==> config.mk <==
export PLATFORM = sky130hd
export DESIGN_NAME = pcf_field_image
export DESIGN_NICKNAME = d
export VERILOG_FILES = /design/src/hw/pcf_pkg.sv /design/src/hw/pcf_img_if.sv /design/src/hw/pcf_check.sv /design/src/hw/pcf_field_image.sv /design/src/hw/pcf_hold.sv
export SDC_FILE = /design/constraint.sdc
export NUM_CORES = 1
export LEC_CHECK = 0
export ABC_AREA = 1
export BUFFER_PORTS_ARGS = -buffer_cell sky130_fd_sc_hd__buf_2
export CORE_MARGIN = 2
export CORE_UTILIZATION = 30
export DETAILED_ROUTE_END_ITERATION = 10
export SYNTH_ARGS = -nofsm -noshare
export SYNTH_HDL_FRONTEND = slang
export SYNTH_SLANG_ARGS = --single-unit
==> constraint.sdc <==
create_clock -name mclk -period 1.9 [get_ports mclk]
set_input_delay 0.38 -clock mclk [delete_from_list [all_inputs] [get_ports mclk]]
set_output_delay 0.38 -clock mclk [all_outputs]
set_load 0.005 [all_outputs]
==> src/hw/pcf_pkg.sv <==
// Shared constants and types of the capability field image block
package pcf_pkg;

   // ------------------------------------------------------------
   // Register bus
   // ------------------------------------------------------------
   localparam int ADDR_W = 8;
   localparam int DATA_W = 32;

   // ------------------------------------------------------------
   // Register offsets (byte addresses)
   // ------------------------------------------------------------
   localparam logic [7:0] OFS_LINK_CAP = 8'h00;
   localparam logic [7:0] OFS_DEV_CAP2 = 8'h04;
   localparam logic [7:0] OFS_MSI_HDR = 8'h08;
   localparam logic [7:0] OFS_MSIX_HDR = 8'h0C;
   localparam logic [7:0] OFS_MSIX_PBA = 8'h10;
   localparam logic [7:0] OFS_CTRL = 8'h14;
   localparam logic [7:0] OFS_STATUS = 8'h18;

   // ------------------------------------------------------------
   // Field layouts
   // ------------------------------------------------------------
   localparam int LAT_W = 3;
   localparam int LCAP_L1_LSB = 15;
   localparam int DC2_CTO_OFF = 4;
   localparam int DC2_ATOM32 = 7;
   localparam int DC2_ATOM64 = 8;
   localparam int DC2_CAS128 = 9;
   localparam int DC2_LTR = 11;
   localparam int DC2_TPH = 12;
   localparam int OBFF_W = 2;
   localparam int DC2_OBFF_LSB = 18;
   localparam int CAP_ID_LSB = 0;
   localparam int PTR_W = 8;
   localparam int PTR_LSB = 8;
   localparam int MMC_W = 3;
   localparam int MMC_LSB = 17;
   localparam int BIR_W = 3;
   localparam int BIR_LSB = 0;
   localparam int ERR_W = 4;

   // ------------------------------------------------------------
   // Codes and reset values
   // ------------------------------------------------------------
   localparam logic [7:0] MSI_CAP_ID = 8'h05;
   localparam logic [7:0] MSIX_CAP_ID = 8'h11;
   localparam logic [1:0] OBFF_NONE = 2'h0;
   localparam logic [2:0] MMC_MAX = 3'h5;
   localparam logic [2:0] BIR_OFF = 3'h0;
   localparam int CTRL_W = 2;
   localparam int CTRL_CHECK_EN = 0;
   localparam int CTRL_CLAMP_EN = 1;
   localparam int CTRL_REFRESH = 2;
   localparam logic [1:0] CTRL_RST = 2'h1;
   localparam int STAT_LIVE = 2;
   localparam int STAT_ERR_LSB = 8;

   typedef enum logic [1:0] {
      PCF_BOOT = 2'h0,
      PCF_SCAN = 2'h1,
      PCF_LIVE = 2'h3
   } pcf_state_t;

endpackage

==> src/hw/pcf_img_if.sv <==
// Capability image bundle passed from the checker to the top
`timescale 1ns/100ps
`default_nettype none
interface pcf_img_if;
   logic [pcf_pkg::LAT_W-1:0] l1_lat;
   logic [5:0] dc2_flags;
   logic [pcf_pkg::OBFF_W-1:0] obff;
   logic [pcf_pkg::PTR_W-1:0] msi_next;
   logic [pcf_pkg::MMC_W-1:0] mmc;
   logic [pcf_pkg::PTR_W-1:0] msix_next;
   logic [pcf_pkg::BIR_W-1:0] pba_bir;
   logic [pcf_pkg::ERR_W-1:0] err;
   modport drv (output l1_lat, dc2_flags, obff, msi_next, mmc,
      msix_next, pba_bir, err);
   modport use_side (input l1_lat, dc2_flags, obff, msi_next, mmc,
      msix_next, pba_bir, err);
endinterface
`default_nettype wire

==> src/hw/pcf_check.sv <==
// Settings checker: clamps reserved codes and flags bad settings
`timescale 1ns/100ps
`default_nettype none
module pcf_check #(
   parameter logic [2:0] L1_LAT = 3'h0,
   parameter logic [5:0] DC2_FLAGS = 6'h00,
   parameter logic [1:0] OBFF = 2'h0,
   parameter logic [7:0] MSI_NEXT = 8'h00,
   parameter logic [2:0] MMC = 3'h0,
   parameter logic [7:0] MSIX_NEXT = 8'h00,
   parameter logic [2:0] PBA_BIR = 3'h0,
   parameter logic MSIX_ON = 1'b1
) (
   // Control
   input wire logic clamp_en,
   // Image
   pcf_img_if.drv img
);
   always_comb begin
      img.l1_lat = L1_LAT;
      img.dc2_flags = DC2_FLAGS;
      img.msi_next = MSI_NEXT;
      img.msix_next = MSIX_NEXT;
      // Wake-based flush hints cannot be honoured
      img.obff = (clamp_en && OBFF[1]) ? pcf_pkg::OBFF_NONE : OBFF;
      // Reserved vector codes fold to the 32-vector ceiling
      img.mmc = (clamp_en && MMC > pcf_pkg::MMC_MAX) ?
         pcf_pkg::MMC_MAX : MMC;
      img.pba_bir = (clamp_en && !MSIX_ON) ? pcf_pkg::BIR_OFF : PBA_BIR;
      img.err = {DC2_FLAGS[0],
                 (!MSIX_ON && PBA_BIR != pcf_pkg::BIR_OFF),
                 (MMC > pcf_pkg::MMC_MAX),
                 OBFF[1]};
   end
endmodule
`default_nettype wire

==> src/hw/pcf_field_image.sv <==
// Top of the capability field image register bank
`timescale 1ns/100ps
`default_nettype none
module pcf_field_image #(
   parameter logic [2:0] L1_EXIT_LAT_SEP_8GT = 3'h0,
   parameter logic completion_timeout_off_capable = 1'b0,
   parameter logic ATOMIC32_COMPLETER = 1'b0,
   parameter logic ATOMIC64_COMPLETER = 1'b0,
   parameter logic CAS128_COMPLETER = 1'b0,
   parameter logic latency_tolerance_report_capable = 1'b0,
   parameter logic TPH_COMPLETER = 1'b0,
   parameter logic [1:0] buffer_flush_hint_capability = 2'h0,
   parameter logic [7:0] msi_following_capability_pointer = 8'h00,
   parameter logic [2:0] msi_vector_request_code = 3'h0,
   parameter logic [7:0] msix_following_capability_pointer = 8'h00,
   parameter logic [2:0] msix_pending_array_bar_select = 3'h0,
   parameter logic MSIX_ENABLED = 1'b1
) (
   // Clock, reset, enable
   input wire logic mclk,
   input wire logic rst_n,
   input wire logic ce,
   // Register port
   input wire logic [pcf_pkg::ADDR_W-1:0] addr,
   input wire logic [pcf_pkg::DATA_W-1:0] wr_data,
   input wire logic wr_en,
   input wire logic rd_en,
   output logic [pcf_pkg::DATA_W-1:0] rd_data,
   // Status
   output logic image_live
);

   // ------------------------------------------------------------
   // Settings bundle
   // ------------------------------------------------------------
   // Flag order, low to high: timeout-off, atomic32, atomic64,
   // cas128, latency reporting, TPH completer
   localparam logic [5:0] DC2_FLAGS = {
      TPH_COMPLETER,
      latency_tolerance_report_capable,
      CAS128_COMPLETER,
      ATOMIC64_COMPLETER,
      ATOMIC32_COMPLETER,
      completion_timeout_off_capable
   };

   pcf_img_if img ();

   logic [pcf_pkg::CTRL_W-1:0] ctrl_r;
   logic [pcf_pkg::ERR_W-1:0] err_r;
   logic [pcf_pkg::ERR_W-1:0] err_nxt;
   pcf_pkg::pcf_state_t state_r;
   pcf_pkg::pcf_state_t state_nxt;
   logic refresh;
   logic err_clr_hit;
   logic [pcf_pkg::DATA_W-1:0] rd_word;

   logic [pcf_pkg::LAT_W-1:0] l1_lat_q;
   logic [5:0] dc2_q;
   logic [pcf_pkg::OBFF_W-1:0] obff_q;
   logic [pcf_pkg::PTR_W-1:0] msi_next_q;
   logic [pcf_pkg::MMC_W-1:0] mmc_q;
   logic [pcf_pkg::PTR_W-1:0] msix_next_q;
   logic [pcf_pkg::BIR_W-1:0] bir_q;

   // ------------------------------------------------------------
   // Settings checker
   // ------------------------------------------------------------
   pcf_check #(
      .L1_LAT(L1_EXIT_LAT_SEP_8GT),
      .DC2_FLAGS(DC2_FLAGS),
      .OBFF(buffer_flush_hint_capability),
      .MSI_NEXT(msi_following_capability_pointer),
      .MMC(msi_vector_request_code),
      .MSIX_NEXT(msix_following_capability_pointer),
      .PBA_BIR(msix_pending_array_bar_select),
      .MSIX_ON(MSIX_ENABLED)
   ) u_check (
      .clamp_en(ctrl_r[pcf_pkg::CTRL_CLAMP_EN]),
      .img(img.drv)
   );

   // ------------------------------------------------------------
   // Field holders
   // ------------------------------------------------------------
   // Reset values are the raw settings, so every field is valid
   // from reset onward with no boot delay
   pcf_hold #(
      .W(pcf_pkg::LAT_W),
      .RST_VAL(L1_EXIT_LAT_SEP_8GT)
   ) u_l1_lat (
      .mclk(mclk),
      .rst_n(rst_n),
      .ce(ce),
      .d(img.l1_lat),
      .q(l1_lat_q)
   );

   pcf_hold #(
      .W(6),
      .RST_VAL(DC2_FLAGS)
   ) u_dc2 (
      .mclk(mclk),
      .rst_n(rst_n),
      .ce(ce),
      .d(img.dc2_flags),
      .q(dc2_q)
   );

   pcf_hold #(
      .W(pcf_pkg::OBFF_W),
      .RST_VAL(buffer_flush_hint_capability)
   ) u_obff (
      .mclk(mclk),
      .rst_n(rst_n),
      .ce(ce),
      .d(img.obff),
      .q(obff_q)
   );

   pcf_hold #(
      .W(pcf_pkg::PTR_W),
      .RST_VAL(msi_following_capability_pointer)
   ) u_msi_next (
      .mclk(mclk),
      .rst_n(rst_n),
      .ce(ce),
      .d(img.msi_next),
      .q(msi_next_q)
   );

   pcf_hold #(
      .W(pcf_pkg::MMC_W),
      .RST_VAL(msi_vector_request_code)
   ) u_mmc (
      .mclk(mclk),
      .rst_n(rst_n),
      .ce(ce),
      .d(img.mmc),
      .q(mmc_q)
   );

   pcf_hold #(
      .W(pcf_pkg::PTR_W),
      .RST_VAL(msix_following_capability_pointer)
   ) u_msix_next (
      .mclk(mclk),
      .rst_n(rst_n),
      .ce(ce),
      .d(img.msix_next),
      .q(msix_next_q)
   );

   pcf_hold #(
      .W(pcf_pkg::BIR_W),
      .RST_VAL(msix_pending_array_bar_select)
   ) u_bir (
      .mclk(mclk),
      .rst_n(rst_n),
      .ce(ce),
      .d(img.pba_bir),
      .q(bir_q)
   );

   // ------------------------------------------------------------
   // Control register
   // ------------------------------------------------------------
   // Only the control and status words are writable; capability words drop writes
   always_ff @(posedge mclk or negedge rst_n) begin
      if (!rst_n) begin
         ctrl_r <= pcf_pkg::CTRL_RST;
      end else if (ce && wr_en && addr == pcf_pkg::OFS_CTRL) begin
         ctrl_r <= wr_data[pcf_pkg::CTRL_W-1:0];
      end
   end

   assign refresh = wr_en && addr == pcf_pkg::OFS_CTRL &&
      wr_data[pcf_pkg::CTRL_REFRESH];

   // ------------------------------------------------------------
   // Check sequencer
   // ------------------------------------------------------------
   // One scan cycle after reset and after each refresh request made in the live state
   always_comb begin
      state_nxt = state_r;
      case (state_r)
         pcf_pkg::PCF_BOOT: begin
            state_nxt = pcf_pkg::PCF_SCAN;
         end
         pcf_pkg::PCF_SCAN: begin
            state_nxt = pcf_pkg::PCF_LIVE;
         end
         pcf_pkg::PCF_LIVE: begin
            if (refresh) begin
               state_nxt = pcf_pkg::PCF_SCAN;
            end
         end
         default: begin
            state_nxt = pcf_pkg::PCF_BOOT;
         end
      endcase
   end

   always_ff @(posedge mclk or negedge rst_n) begin
      if (!rst_n) begin
         state_r <= pcf_pkg::PCF_BOOT;
      end else if (ce) begin
         state_r <= state_nxt;
      end
   end

   always_ff @(posedge mclk or negedge rst_n) begin
      if (!rst_n) begin
         image_live <= 1'b0;
      end else if (ce) begin
         image_live <= (state_nxt == pcf_pkg::PCF_LIVE);
      end
   end

   // ------------------------------------------------------------
   // Sticky setting errors
   // ------------------------------------------------------------
   // Write one to clear; a scan hit in the same cycle wins
   assign err_clr_hit = wr_en && addr == pcf_pkg::OFS_STATUS;

   always_comb begin
      err_nxt = err_r;
      if (err_clr_hit) begin
         err_nxt = err_r &
            ~wr_data[pcf_pkg::STAT_ERR_LSB +: pcf_pkg::ERR_W];
      end
      if (state_r == pcf_pkg::PCF_SCAN &&
          ctrl_r[pcf_pkg::CTRL_CHECK_EN]) begin
         err_nxt = err_nxt | img.err;
      end
   end

   always_ff @(posedge mclk or negedge rst_n) begin
      if (!rst_n) begin
         err_r <= '0;
      end else if (ce) begin
         err_r <= err_nxt;
      end
   end

   // ------------------------------------------------------------
   // Read word assembly
   // ------------------------------------------------------------
   always_comb begin
      rd_word = '0;
      if (addr == pcf_pkg::OFS_LINK_CAP) begin
         rd_word[pcf_pkg::LCAP_L1_LSB +: pcf_pkg::LAT_W] = l1_lat_q;
      end else if (addr == pcf_pkg::OFS_DEV_CAP2) begin
         rd_word[pcf_pkg::DC2_CTO_OFF] = dc2_q[0];
         rd_word[pcf_pkg::DC2_ATOM32] = dc2_q[1];
         rd_word[pcf_pkg::DC2_ATOM64] = dc2_q[2];
         rd_word[pcf_pkg::DC2_CAS128] = dc2_q[3];
         rd_word[pcf_pkg::DC2_LTR] = dc2_q[4];
         rd_word[pcf_pkg::DC2_TPH] = dc2_q[5];
         rd_word[pcf_pkg::DC2_OBFF_LSB +: pcf_pkg::OBFF_W] = obff_q;
      end else if (addr == pcf_pkg::OFS_MSI_HDR) begin
         rd_word[pcf_pkg::CAP_ID_LSB +: pcf_pkg::PTR_W] =
            pcf_pkg::MSI_CAP_ID;
         rd_word[pcf_pkg::PTR_LSB +: pcf_pkg::PTR_W] = msi_next_q;
         rd_word[pcf_pkg::MMC_LSB +: pcf_pkg::MMC_W] = mmc_q;
      end else if (addr == pcf_pkg::OFS_MSIX_HDR) begin
         rd_word[pcf_pkg::CAP_ID_LSB +: pcf_pkg::PTR_W] =
            pcf_pkg::MSIX_CAP_ID;
         rd_word[pcf_pkg::PTR_LSB +: pcf_pkg::PTR_W] = msix_next_q;
      end else if (addr == pcf_pkg::OFS_MSIX_PBA) begin
         rd_word[pcf_pkg::BIR_LSB +: pcf_pkg::BIR_W] = bir_q;
      end else if (addr == pcf_pkg::OFS_CTRL) begin
         rd_word[pcf_pkg::CTRL_W-1:0] = ctrl_r;
      end else if (addr == pcf_pkg::OFS_STATUS) begin
         rd_word[1:0] = state_r;
         rd_word[pcf_pkg::STAT_LIVE] = (state_r == pcf_pkg::PCF_LIVE);
         rd_word[pcf_pkg::STAT_ERR_LSB +: pcf_pkg::ERR_W] = err_r;
      end
   end

   // ------------------------------------------------------------
   // Read data register
   // ------------------------------------------------------------
   // Data stands in the cycle after a strobe taken with ce high; zero after an enabled idle cycle; held while ce is low
   always_ff @(posedge mclk or negedge rst_n) begin
      if (!rst_n) begin
         rd_data <= '0;
      end else if (ce) begin
         rd_data <= rd_en ? rd_word : '0;
      end
   end

endmodule
`default_nettype wire

==> src/hw/pcf_hold.sv <==
// Read-only field holder, loaded from its settled image value
`timescale 1ns/100ps
`default_nettype none
module pcf_hold #(
   parameter int W = 3,
   parameter logic [W-1:0] RST_VAL = '0
) (
   // Clock, reset, enable
   input wire logic mclk,
   input wire logic rst_n,
   input wire logic ce,
   // Field
   input wire logic [W-1:0] d,
   output logic [W-1:0] q
);
   // Reset loads the build-time value, so the field is valid at once
   always_ff @(posedge mclk or negedge rst_n) begin
      if (!rst_n) begin
         q <= RST_VAL;
      end else if (ce) begin
         q <= d;
      end
   end
endmodule
`default_nettype wire

### After elaboration in Yosys (flattened, before gate mapping)

Cells that the tools add are included.

* add/subtract/negate cells: 0
* $mul: 0
* divide/modulo/power cells: 0
* order comparisons: 0
* equal/unequal tests: 9
* shift operators: 0
* muxes and demuxes: 21
* bitwise gates (word level): 2
* reductions and logical operators: 8

Operators by type and width (number)
* $eq A8 B5 Y1 const B: 3
* $mux W12: 2
* $mux W4: 5
* $eq A8 B4 Y1 const B: 2
* $mux W16: 1
* $mux W3: 4
* $eq A8 B3 Y1 const B: 1
* $logic_not A8 Y1: 1
* $mux W2: 4
* $pmux W2 S3: 1
* $logic_and A1 B1 Y1: 5
* $and A4 B4 Y4: 1
* $eq A2 B2 Y1 const B: 2
* $mux W1: 4
* $not A4 Y4: 1
* $eq A2 B1 Y1 const B: 1
* $logic_not A2 Y1: 1
* $reduce_and A2 Y1: 1

* register bits after elaboration: 41
* bits in latches: 0
* RAM bits: 0
* ROM bits: 0
* output and inout bits: 33
* memories kept: 0

### Longest topological paths before layout

Gate-level depths: netlist (run 1).

* depth in word-level cells: 9
* gate-level depth with buffers: 9

### By module

A second synthesis (run 1) with hierarchy kept.

* cells, all modules: 425
* area, all modules: 3251.9 sq um

By module, submodules not included
* pcf_field_image: instances 1, cells an instance 246, area an instance 1724.2 sq um
* pcf_hold (u_msi_next ...): instances 2, cells an instance 34, area an instance 305.3 sq um
* pcf_hold (u_bir ...): instances 3, cells an instance 13, area an instance 112.6 sq um
* pcf_check: instances 1, cells an instance 38, area an instance 281.5 sq um
* pcf_hold (u_dc2): instances 1, cells an instance 25, area an instance 221.5 sq um
* pcf_hold (u_obff): instances 1, cells an instance 9, area an instance 76.3 sq um

### Worst setup path before layout (run 1)

No wires, ideal clock.

* path kind: input -> register
* start point: in addr[0] (netlist bit)
* end point: reg ctrl_r[1] (netlist bit)
* setup time: 0.116 ns
* arrival: 0.968 ns
* setup slack: 0.816 ns
* stages on the path: 8
* buffers on the path: 0
* cells stage by stage: inv_1 > nand2_2 > nor2_2 > nand2_2 > nor2_4 > inv_2 > nand2_1 > nand2_1

* cells in the longest elaborated chain, start to end: 2

RTL lines
* from (decl): line pcf_field_image.sv:24 `input wire logic [pcf_pkg::ADDR_W-1:0] addr,`
* $eq A8 B5 Y1: line pcf_field_image.sv:172 `end else if (ce && wr_en && addr == pcf_pkg::OFS_CTRL) begin`
* $logic_and A1 B1 Y1: line pcf_field_image.sv:172
* to (signal assigned): line pcf_field_image.sv:171 `ctrl_r <= pcf_pkg::CTRL_RST;`
* to (signal assigned): line pcf_field_image.sv:173 `ctrl_r <= wr_data[pcf_pkg::CTRL_W-1:0];`
* to (decl): line pcf_field_image.sv:49 `logic [pcf_pkg::CTRL_W-1:0] ctrl_r;`

Every way passes these cells.
A chain may end at the register's enable or synchronous reset.

### Worst setup path after layout (run 1)

* start point: reg rd_data[2] (netlist bit)
* end point: out rd_data[2] (netlist bit)

RTL lines
* from (decl): line pcf_field_image.sv:28 `output logic [pcf_pkg::DATA_W-1:0] rd_data,`
* from (signal assigned): line pcf_field_image.sv:289 `rd_data <= rd_en ? rd_word : '0;`

No word-level cell between the ends.

==> results of run 1 <==
[flip-flops by register name, indices dropped and copies added (netlist names)]
name        count
rd_data         8
err_r           4
ctrl_r          2
state_r         2
image_live      1
[metal layers]
layer / vias to the layer above / routed length [um] / share of wire / global-route usage
li1: 417 / - / - / -
met1: 357 / 863 / 0.46 / 0.127
met2: 25 / 899 / 0.48 / 0.165
met3: 2 / 78 / 0.042 / 0.0126
met4: 0 / 14 / 0.0075 / 0.0750
met5: - / 0 / 0 / 0
[through the flow]
step | cell area (um2) | worst slack, ns
after floorplan | 1110 | 0.816
after global placement | 1120 | 0.636
after detailed placement | 1120 | 0.625
after CTS | 1150 | 0.686
after global routing | 1150 | 0.671
final | 1150 | 0.704
[synthesized netlist by cell type (all sizes together) (2+ instances only)]
cell type and count:
nor2 7, o21ai 6, nand2 38, buf 25, a31oi 4, a21oi 2, dfrtp 16, nand3 12
inv 15
[cells by family (layout without fill, tap and decap cells)]
logic type | count (synthesis) | after routing | share of synthesized area
simple gates | 59 | 59 | 0.271
buf+inv | 40 | 47 | 0.238
flops | 17 | 17 | 0.416
compound gates | 13 | 13 | 0.0708
other cells | 1 | 24 | 0.00366
[where the power goes]
part / switching, uW / leakage (uW) / internal [uW]
combinational: 54.7 / 0.000448 / 26.0
sequential: 5.24 / 0.000202 / 369
clock: 116 / 0.0000177 / 78.2
[path summary, 6_finish.rpt]
check / endpoint / cells after the start / slack, ns
worst max-delay path: rd_data[2] / 1 / 0.70
worst min-delay path: rd_data[9] / 1 / -0.006
worst max register to register: image_live / 4 / 0.97
worst min register to register: ctrl_r[0] / 2 / 0.47
max in group asynchronous: ctrl_r[0] / 1 / 1.59
min in group mclk: err_r[0] / 2 / 0.26
[cell type report]
class                      count  area, um2  share of cell area
multi-input combinational     96        440               0.383
inverter                      15       58.8              0.0511
clock inverter                 1       5.00             0.00435
clock buffer                   3       22.5              0.0196
tap                           46       57.6              0.0500
sequential                    17        427               0.371
timing repair buffer          28        140               0.122
==> results.md, run 1 <==
- The number of enable flip-flop cells after synthesis is 0.
- Of the cells placed in the final design, the portion with a size suffix greater than 1 is 0.275.
- The later pin in the worst-skew pair is clocked with a latency of 0.29 ns.
- Port buffering added 28 buffers.
- The data arrival time of the critical path is 0.82 ns.
- Counting flops and latches in the post-synthesis netlist gives 17.
- In this run the power density over the cells is 564 nW/um2.
- The final reports fail on negative hold slack.
- The startpoint of the worst register-to-register path is state_r[1].
- The die span in y is 62.4 um.
- Detailed routing inserted a total of 801 vias.
- In the final routed layout, each cell accounts on average for 9.01 um.
- The setup path with the least slack is of type register to primary output.
- The estimated wirelength of the detail-placed design is 1490 um.
- For this run the aggregate overflow at the end of global routing stands at 0.
- After layout, the minimum clock period comes to 1.20 ns.
- 78 I/O pins were placed.
- The number of non-filler instances in the completed layout is 206.
- Counting the fill cells in the layout gives 394.
- The tool flagged a number of max-cap violations equal to 0.
- In this run the worst path has a maximum fanout of 2.
- The die covers 3900 um2.
- After technology mapping, the gate count stands at 130.
- The first global-routing pass estimated 3240 um of wire.
- The final count of negative-setup-slack endpoints is 0.
- Counting every sink on the clock net gives 17.
- In this design, the stage delay of the slowest critical-path cell is 0.40 ns.
- CTS placed an instance of sky130_fd_sc_hd__clkbuf_4 at the clock tree root.
- Of the synthesized area, sequential elements account for 0.416.
- For this run, the top clock speed supported by timing is 0.836 GHz.
- Final hold analysis gives a worst-case slack of -0.00565 ns.
- The initial antenna violation count was 0.
- The global-route usage over all layers is 0.103.
- The peak supply drop is 212 uV.
- In this run the post-CTS setup repair buffer count came out at 0.
- The post-detailed-route DRC marker count is 0.
- The final critical-path share of the clock period is 0.629.
- The number of antenna cells inserted is 0.
- During synthesis, Yosys emitted a total of 0 warnings.
- The share of Yosys cell area claimed by the top area cell type is 0.391.
- Sorting the synthesized cells by area gives the leading types as sky130_fd_sc_hd__dfrtp_1 (39%), sky130_fd_sc_hd__buf_4 (18%), sky130_fd_sc_hd__nand2_1 (13%), sky130_fd_sc_hd__nand3_1 (5.9%), sky130_fd_sc_hd__inv_1 (4.0%).
- The run finished, with violations left.
- In this run the worst hold path is classified as input port to async pin.
- Averaged over all synthesized cells, the footprint is 7.88 um2.
- The number of buffers and inverters on the critical path is 1.
- The final clock skew is 0.00563 ns.
- After synthesis, the netlist uses 21 different library cells.
- The worst endpoint required time is 1.52 ns.
- Setup repair after global routing left no endpoint under its margin.
- The kind of end point of the critical path is a primary output.
- Summed over all failing endpoints, the final setup total negative slack is 0 ns.
- For this run, the leading register cell type out of synthesis is sky130_fd_sc_hd__dfrtp_1.
- The slowest library cell on the worst path is sky130_fd_sc_hd__dfrtp_1.
- The register clock-pin slew on the reported worst setup and hold paths is 0.10 ns.
- The via count of the first global-routing pass was 761.
- The count of final hold-check violations was 13.
- The total placed cells including tap cells is 202.
- The signal on the critical path passes through buf_2.
- The initial utilization of the core area, before any placement, comes to 0.310.
- The width of the die is 62.4 um.
- The area of the core is 3310 um2.
- Overall power consumption after layout is estimated at 650 uW.
- In this run the number of H-tree levels came out at 1.
- The antenna violation net count after detailed routing is 0.
- The via density per instance is 3.89.
- The library cells used most frequently in the layout, excluding fill and tap cells, are sky130_fd_sc_hd__nand2_1 (35), sky130_fd_sc_hd__buf_2 (28), sky130_fd_sc_hd__conb_1 (24), sky130_fd_sc_hd__dfrtp_1 (16), sky130_fd_sc_hd__nand3_1 (12).
- The type of element launching the critical path is a register.
- The library cell occupying the most area in the post-synthesis netlist is sky130_fd_sc_hd__dfrtp_1.
- The count of TritonRoute iterations in the first routing pass is 6.
- The post-cts repair resize count is 0.
- The final core area utilization is 0.348.
- The most common cell after layout, fill and taps aside is sky130_fd_sc_hd__nand2_1.
- The total wire length after detailed routing is 1860 um.
- The number of buffers on the longest clock path is 2.
- The final number of max-transition violations is 0.
- After clock tree synthesis, the flow added hold-fix buffers numbering 0.
- The TritonCTS buffer count is 3.
- The number of core rows is 21.
- The synthesized area is 1020 um2.
- TritonCTS built the clock tree.
- The leakage power of the design is 0.000668 uW.
- The most critical setup path has its startpoint at rd_data[2].
- The first routing iteration left 12 violations.
- Entering global routing, the biggest net connects 18 pins.
- The async set-reset flop share out of synthesis is 1.00.
- The top cell family by delay on the critical path is flip-flops.
- Compared with the post-synthesis result, the final layout area differs by 12.3%.
- The weighted congestion at the end of routability-driven global placement is 0.825.
- The final net count is 206.
Power figures use the tool's default switching activity.
==> run 2: changes to the inputs <==
==> constraint.sdc (replaced) <==
create_clock -name mclk -period 1.15 [get_ports mclk]
set_input_delay 0.23 -clock mclk [delete_from_list [all_inputs] [get_ports mclk]]
set_output_delay 0.23 -clock mclk [all_outputs]
set_load 0.005 [all_outputs]
==> run 2 against run 1 <==
Compared with the run above:
- the run now ends clean
- flip-flop and latch count unchanged
- register-to-register slack got worse by 0.73 ns
- sequential share of layout area decreased by 0.79 points
- sequential power increased by 65%
- non-clock buffer count increased by 3
- first-iteration DRC count unchanged
- die area unchanged
- total power increased by 65%
- global-route usage increased by 0.24 points
- clock power increased by 62%
- hold slack improved by 0.12 ns
- setup slack got worse by 0.60 ns
- largest cell class unchanged
==> results.md, run 2 (synthesis results as in run 1) <==
- The leakage power of the design came to 0.000682 uW (+2.2%).
- The estimated wirelength of the detail-placed design was 1510 um (+1.6%).
- TritonCTS built the clock tree.
- The top cell types in the final layout, fill and taps aside, are sky130_fd_sc_hd__nand2_1 (35), sky130_fd_sc_hd__buf_2 (28), sky130_fd_sc_hd__conb_1 (24), sky130_fd_sc_hd__dfrtp_1 (16), sky130_fd_sc_hd__nand3_1 (12).
- The run finished with clean final reports.
- The data arrival time of the critical path was 0.82 ns (about the same).
- The number of buffers on the longest clock path is 2 (unchanged).
- In the final layout, the registers with the most flip-flops are rd_data x8, err_r x4.
- The number of clock sinks seen by CTS is 17 (unchanged).
- The initial antenna violation count was 0 (unchanged).
- The number of core rows was 21 (unchanged).
- The weighted congestion at the end of routability-driven global placement is 0.821 (-0.50%).
- The final core area utilization is 0.355 (+0.00756).
- The slowest library cell on the worst path is sky130_fd_sc_hd__dfrtp_1.
- The library cell used most frequently in the layout, excluding fill and tap cells, is sky130_fd_sc_hd__nand2_1.
- The type of element launching the critical path is a register.
- The maximum fanout encountered on the critical timing path came to 2 (unchanged).
- The register with the most flip-flops in the final layout is rd_data.
- Setup repair after global routing left no endpoint under its margin.
- The overall power of the completed layout came to 1070 uW (+65%).
- The count of TritonRoute iterations in the first routing pass is 4 (-2).
- The final setup TNS is 0 ns (unchanged).
- The count of buffers from port buffering is 28 (unchanged).
- The hold path startpoint is wr_data[8].
- The post-detailed-route DRC marker count was 0 (unchanged).
- The via count of the first global-routing pass is 764 (+0.39%).
- The kind of end point of the critical path is a primary output.
- The count of final hold-check violations is 0 (-13).
- The cell family contributing the most delay on the critical path is flip-flops.
- The via density per instance was 3.90 (+0.41%).
- The final clock skew is 0.00333 ns (-0.00230 ns).
- The number of antenna cells inserted is 0 (unchanged).
- The total via count in the routed design is 816 (+1.9%).
- The final net count is 209 (+1.5%).
- Walking the worst path, the cells encountered are buf_2.
- The post-detailed-route wirelength per cell is 8.97 um (-0.48%).
- The number of H-tree branching levels came to 1 (unchanged).
- For hold timing, the worst endpoint is err_r[0].
- The number of cells traversed by the worst hold path is 2.
- The I/O pin count was 78 (unchanged).
- The critical path is of the register to primary output type.
- The total wire length after detailed routing came to 1870 um (+0.97%).
- The area of the core is 3310 um2 (unchanged).
- The final number of max-transition violations came to 0 (unchanged).
- The layout cell share with drive strength beyond 1 is 0.282 (+0.00721).
- The delay of the slowest cell on the worst path is 0.41 ns (about the same).
- Dividing the final minimum period by the clock period gives 0.913.
- The overflow left after global routing is 0 (unchanged).
- The root cell of the clock tree is sky130_fd_sc_hd__clkbuf_4.
- The worst-case reg-to-reg path depth is 4 (unchanged).
- The flip-flop count of the largest register, all copies and words added is 8 (unchanged).
- The width of the die is 62.4 um (unchanged).
- Derived from the worst setup path, the maximum achievable clock frequency is 0.952 GHz.
- The startpoint of the worst register-to-register path is state_r[1].
- The initial core utilization is 0.310 (unchanged).
- The first-pass GRT wire length is 3330 um (+2.8%).
- The floorplan die area is 3900 um2 (unchanged).
- The final count of negative-setup-slack endpoints is 0 (unchanged).
- The global-route usage over all layers was 0.105 (+0.00238).
- The worst-case register-to-register setup slack was 0.24 ns (-0.73 ns).
- The die span in y is 62.4 um (unchanged).
- The antenna violation net count after detailed routing was 0 (unchanged).
- The number of buffers inserted to repair setup after CTS is 0 (unchanged).
- The power per cell area is 913 nW/um2 (+62%).
- The TritonCTS buffer count is 3 (unchanged).
- The endpoint identified for the worst register-to-register timing path is image_live.
- The number of buffers and inverters on the critical path was 1 (unchanged).
- The worst endpoint required time is 0.92 ns (-0.60 ns).
- The number of maximum-capacitance constraint violations is 0 (unchanged).
- The register clock-pin slew on the reported worst setup and hold paths is 0.10 ns (about the same).
- The clock network latency to the later pin of the worst-skew pair is 0.28 ns (about the same).
- The relative area change from synthesis to final layout is 14.8%.
- The maximum number of pins on one net before global-route repair is 18 (unchanged).
- The min-delay analysis places its worst path in the category input port to register.
- The final critical path time including I/O delays and setup is 1.05 ns.
- The peak supply drop was 388 uV (+84%).
- The number of DRC violations after detailed-routing iteration 0 came to 12 (unchanged).
## run 2: worst max path at each step
| stage | startpoint | end | slack, ns | depth (start not counted) |
|---|---|---|---|---|
| after floorplan | addr[0] | ctrl_r[1] | 0.22 | 8 |
| after global placement | addr[0] | ctrl_r[1] | 0.04 | 9 |
| after detailed placement | addr[5] | rd_data[10] | 0.02 | 8 |
| after CTS | rd_data[11] | rd_data[11] | 0.09 | 1 |
| after global routing | rd_data[11] | rd_data[11] | 0.06 | 1 |
| final | rd_data[11] | rd_data[11] | 0.1 | 1 |
## run 2: layout make-up
cell class              count  area (um2)
clock inverters             1        5.00
well taps                  46        57.6
multi-input cells          96         440
flip-flops and latches     17         427
clock buffers               3        22.5
fillers                   369        2130
repair buffers             31         165
inverters                  15        58.8
## run 2: timing repair
action | CTS | global route
hold buffers | 1 | 0
gates resized for setup | 0 | 0
hold endpoints to repair | 16 | 0
## run 2: layer usage
layer,part of all wire,GRT usage
met1,0.48,0.139
met2,0.46,0.164
met3,0.035,0.0126
met4,0.023,0.0667
met5,0,0
## run 2: through the flow
stage / cells / setup WS (ns) / hold WS, ns / cell area, um2
final: 209 / 0.0999 / 0.113 / 1180
after global routing: 209 / 0.0563 / 0.0966 / 1180
after CTS: 209 / 0.0879 / 0.102 / 1180
after detailed placement: 204 / 0.0213 / 0.179 / 1140
after global placement: 204 / 0.0353 / 0.178 / 1140
after floorplan: 153 / 0.216 / -0.0656 / 1110
## run 2: power by group
part           total (uW)  leakage (uW)  switching, uW  internal (uW)
registers             619      0.000202           8.54            610
clock network         315     0.0000177            186            129
logic                 141      0.000462           92.0           48.6
total                1070      0.000682            286            788
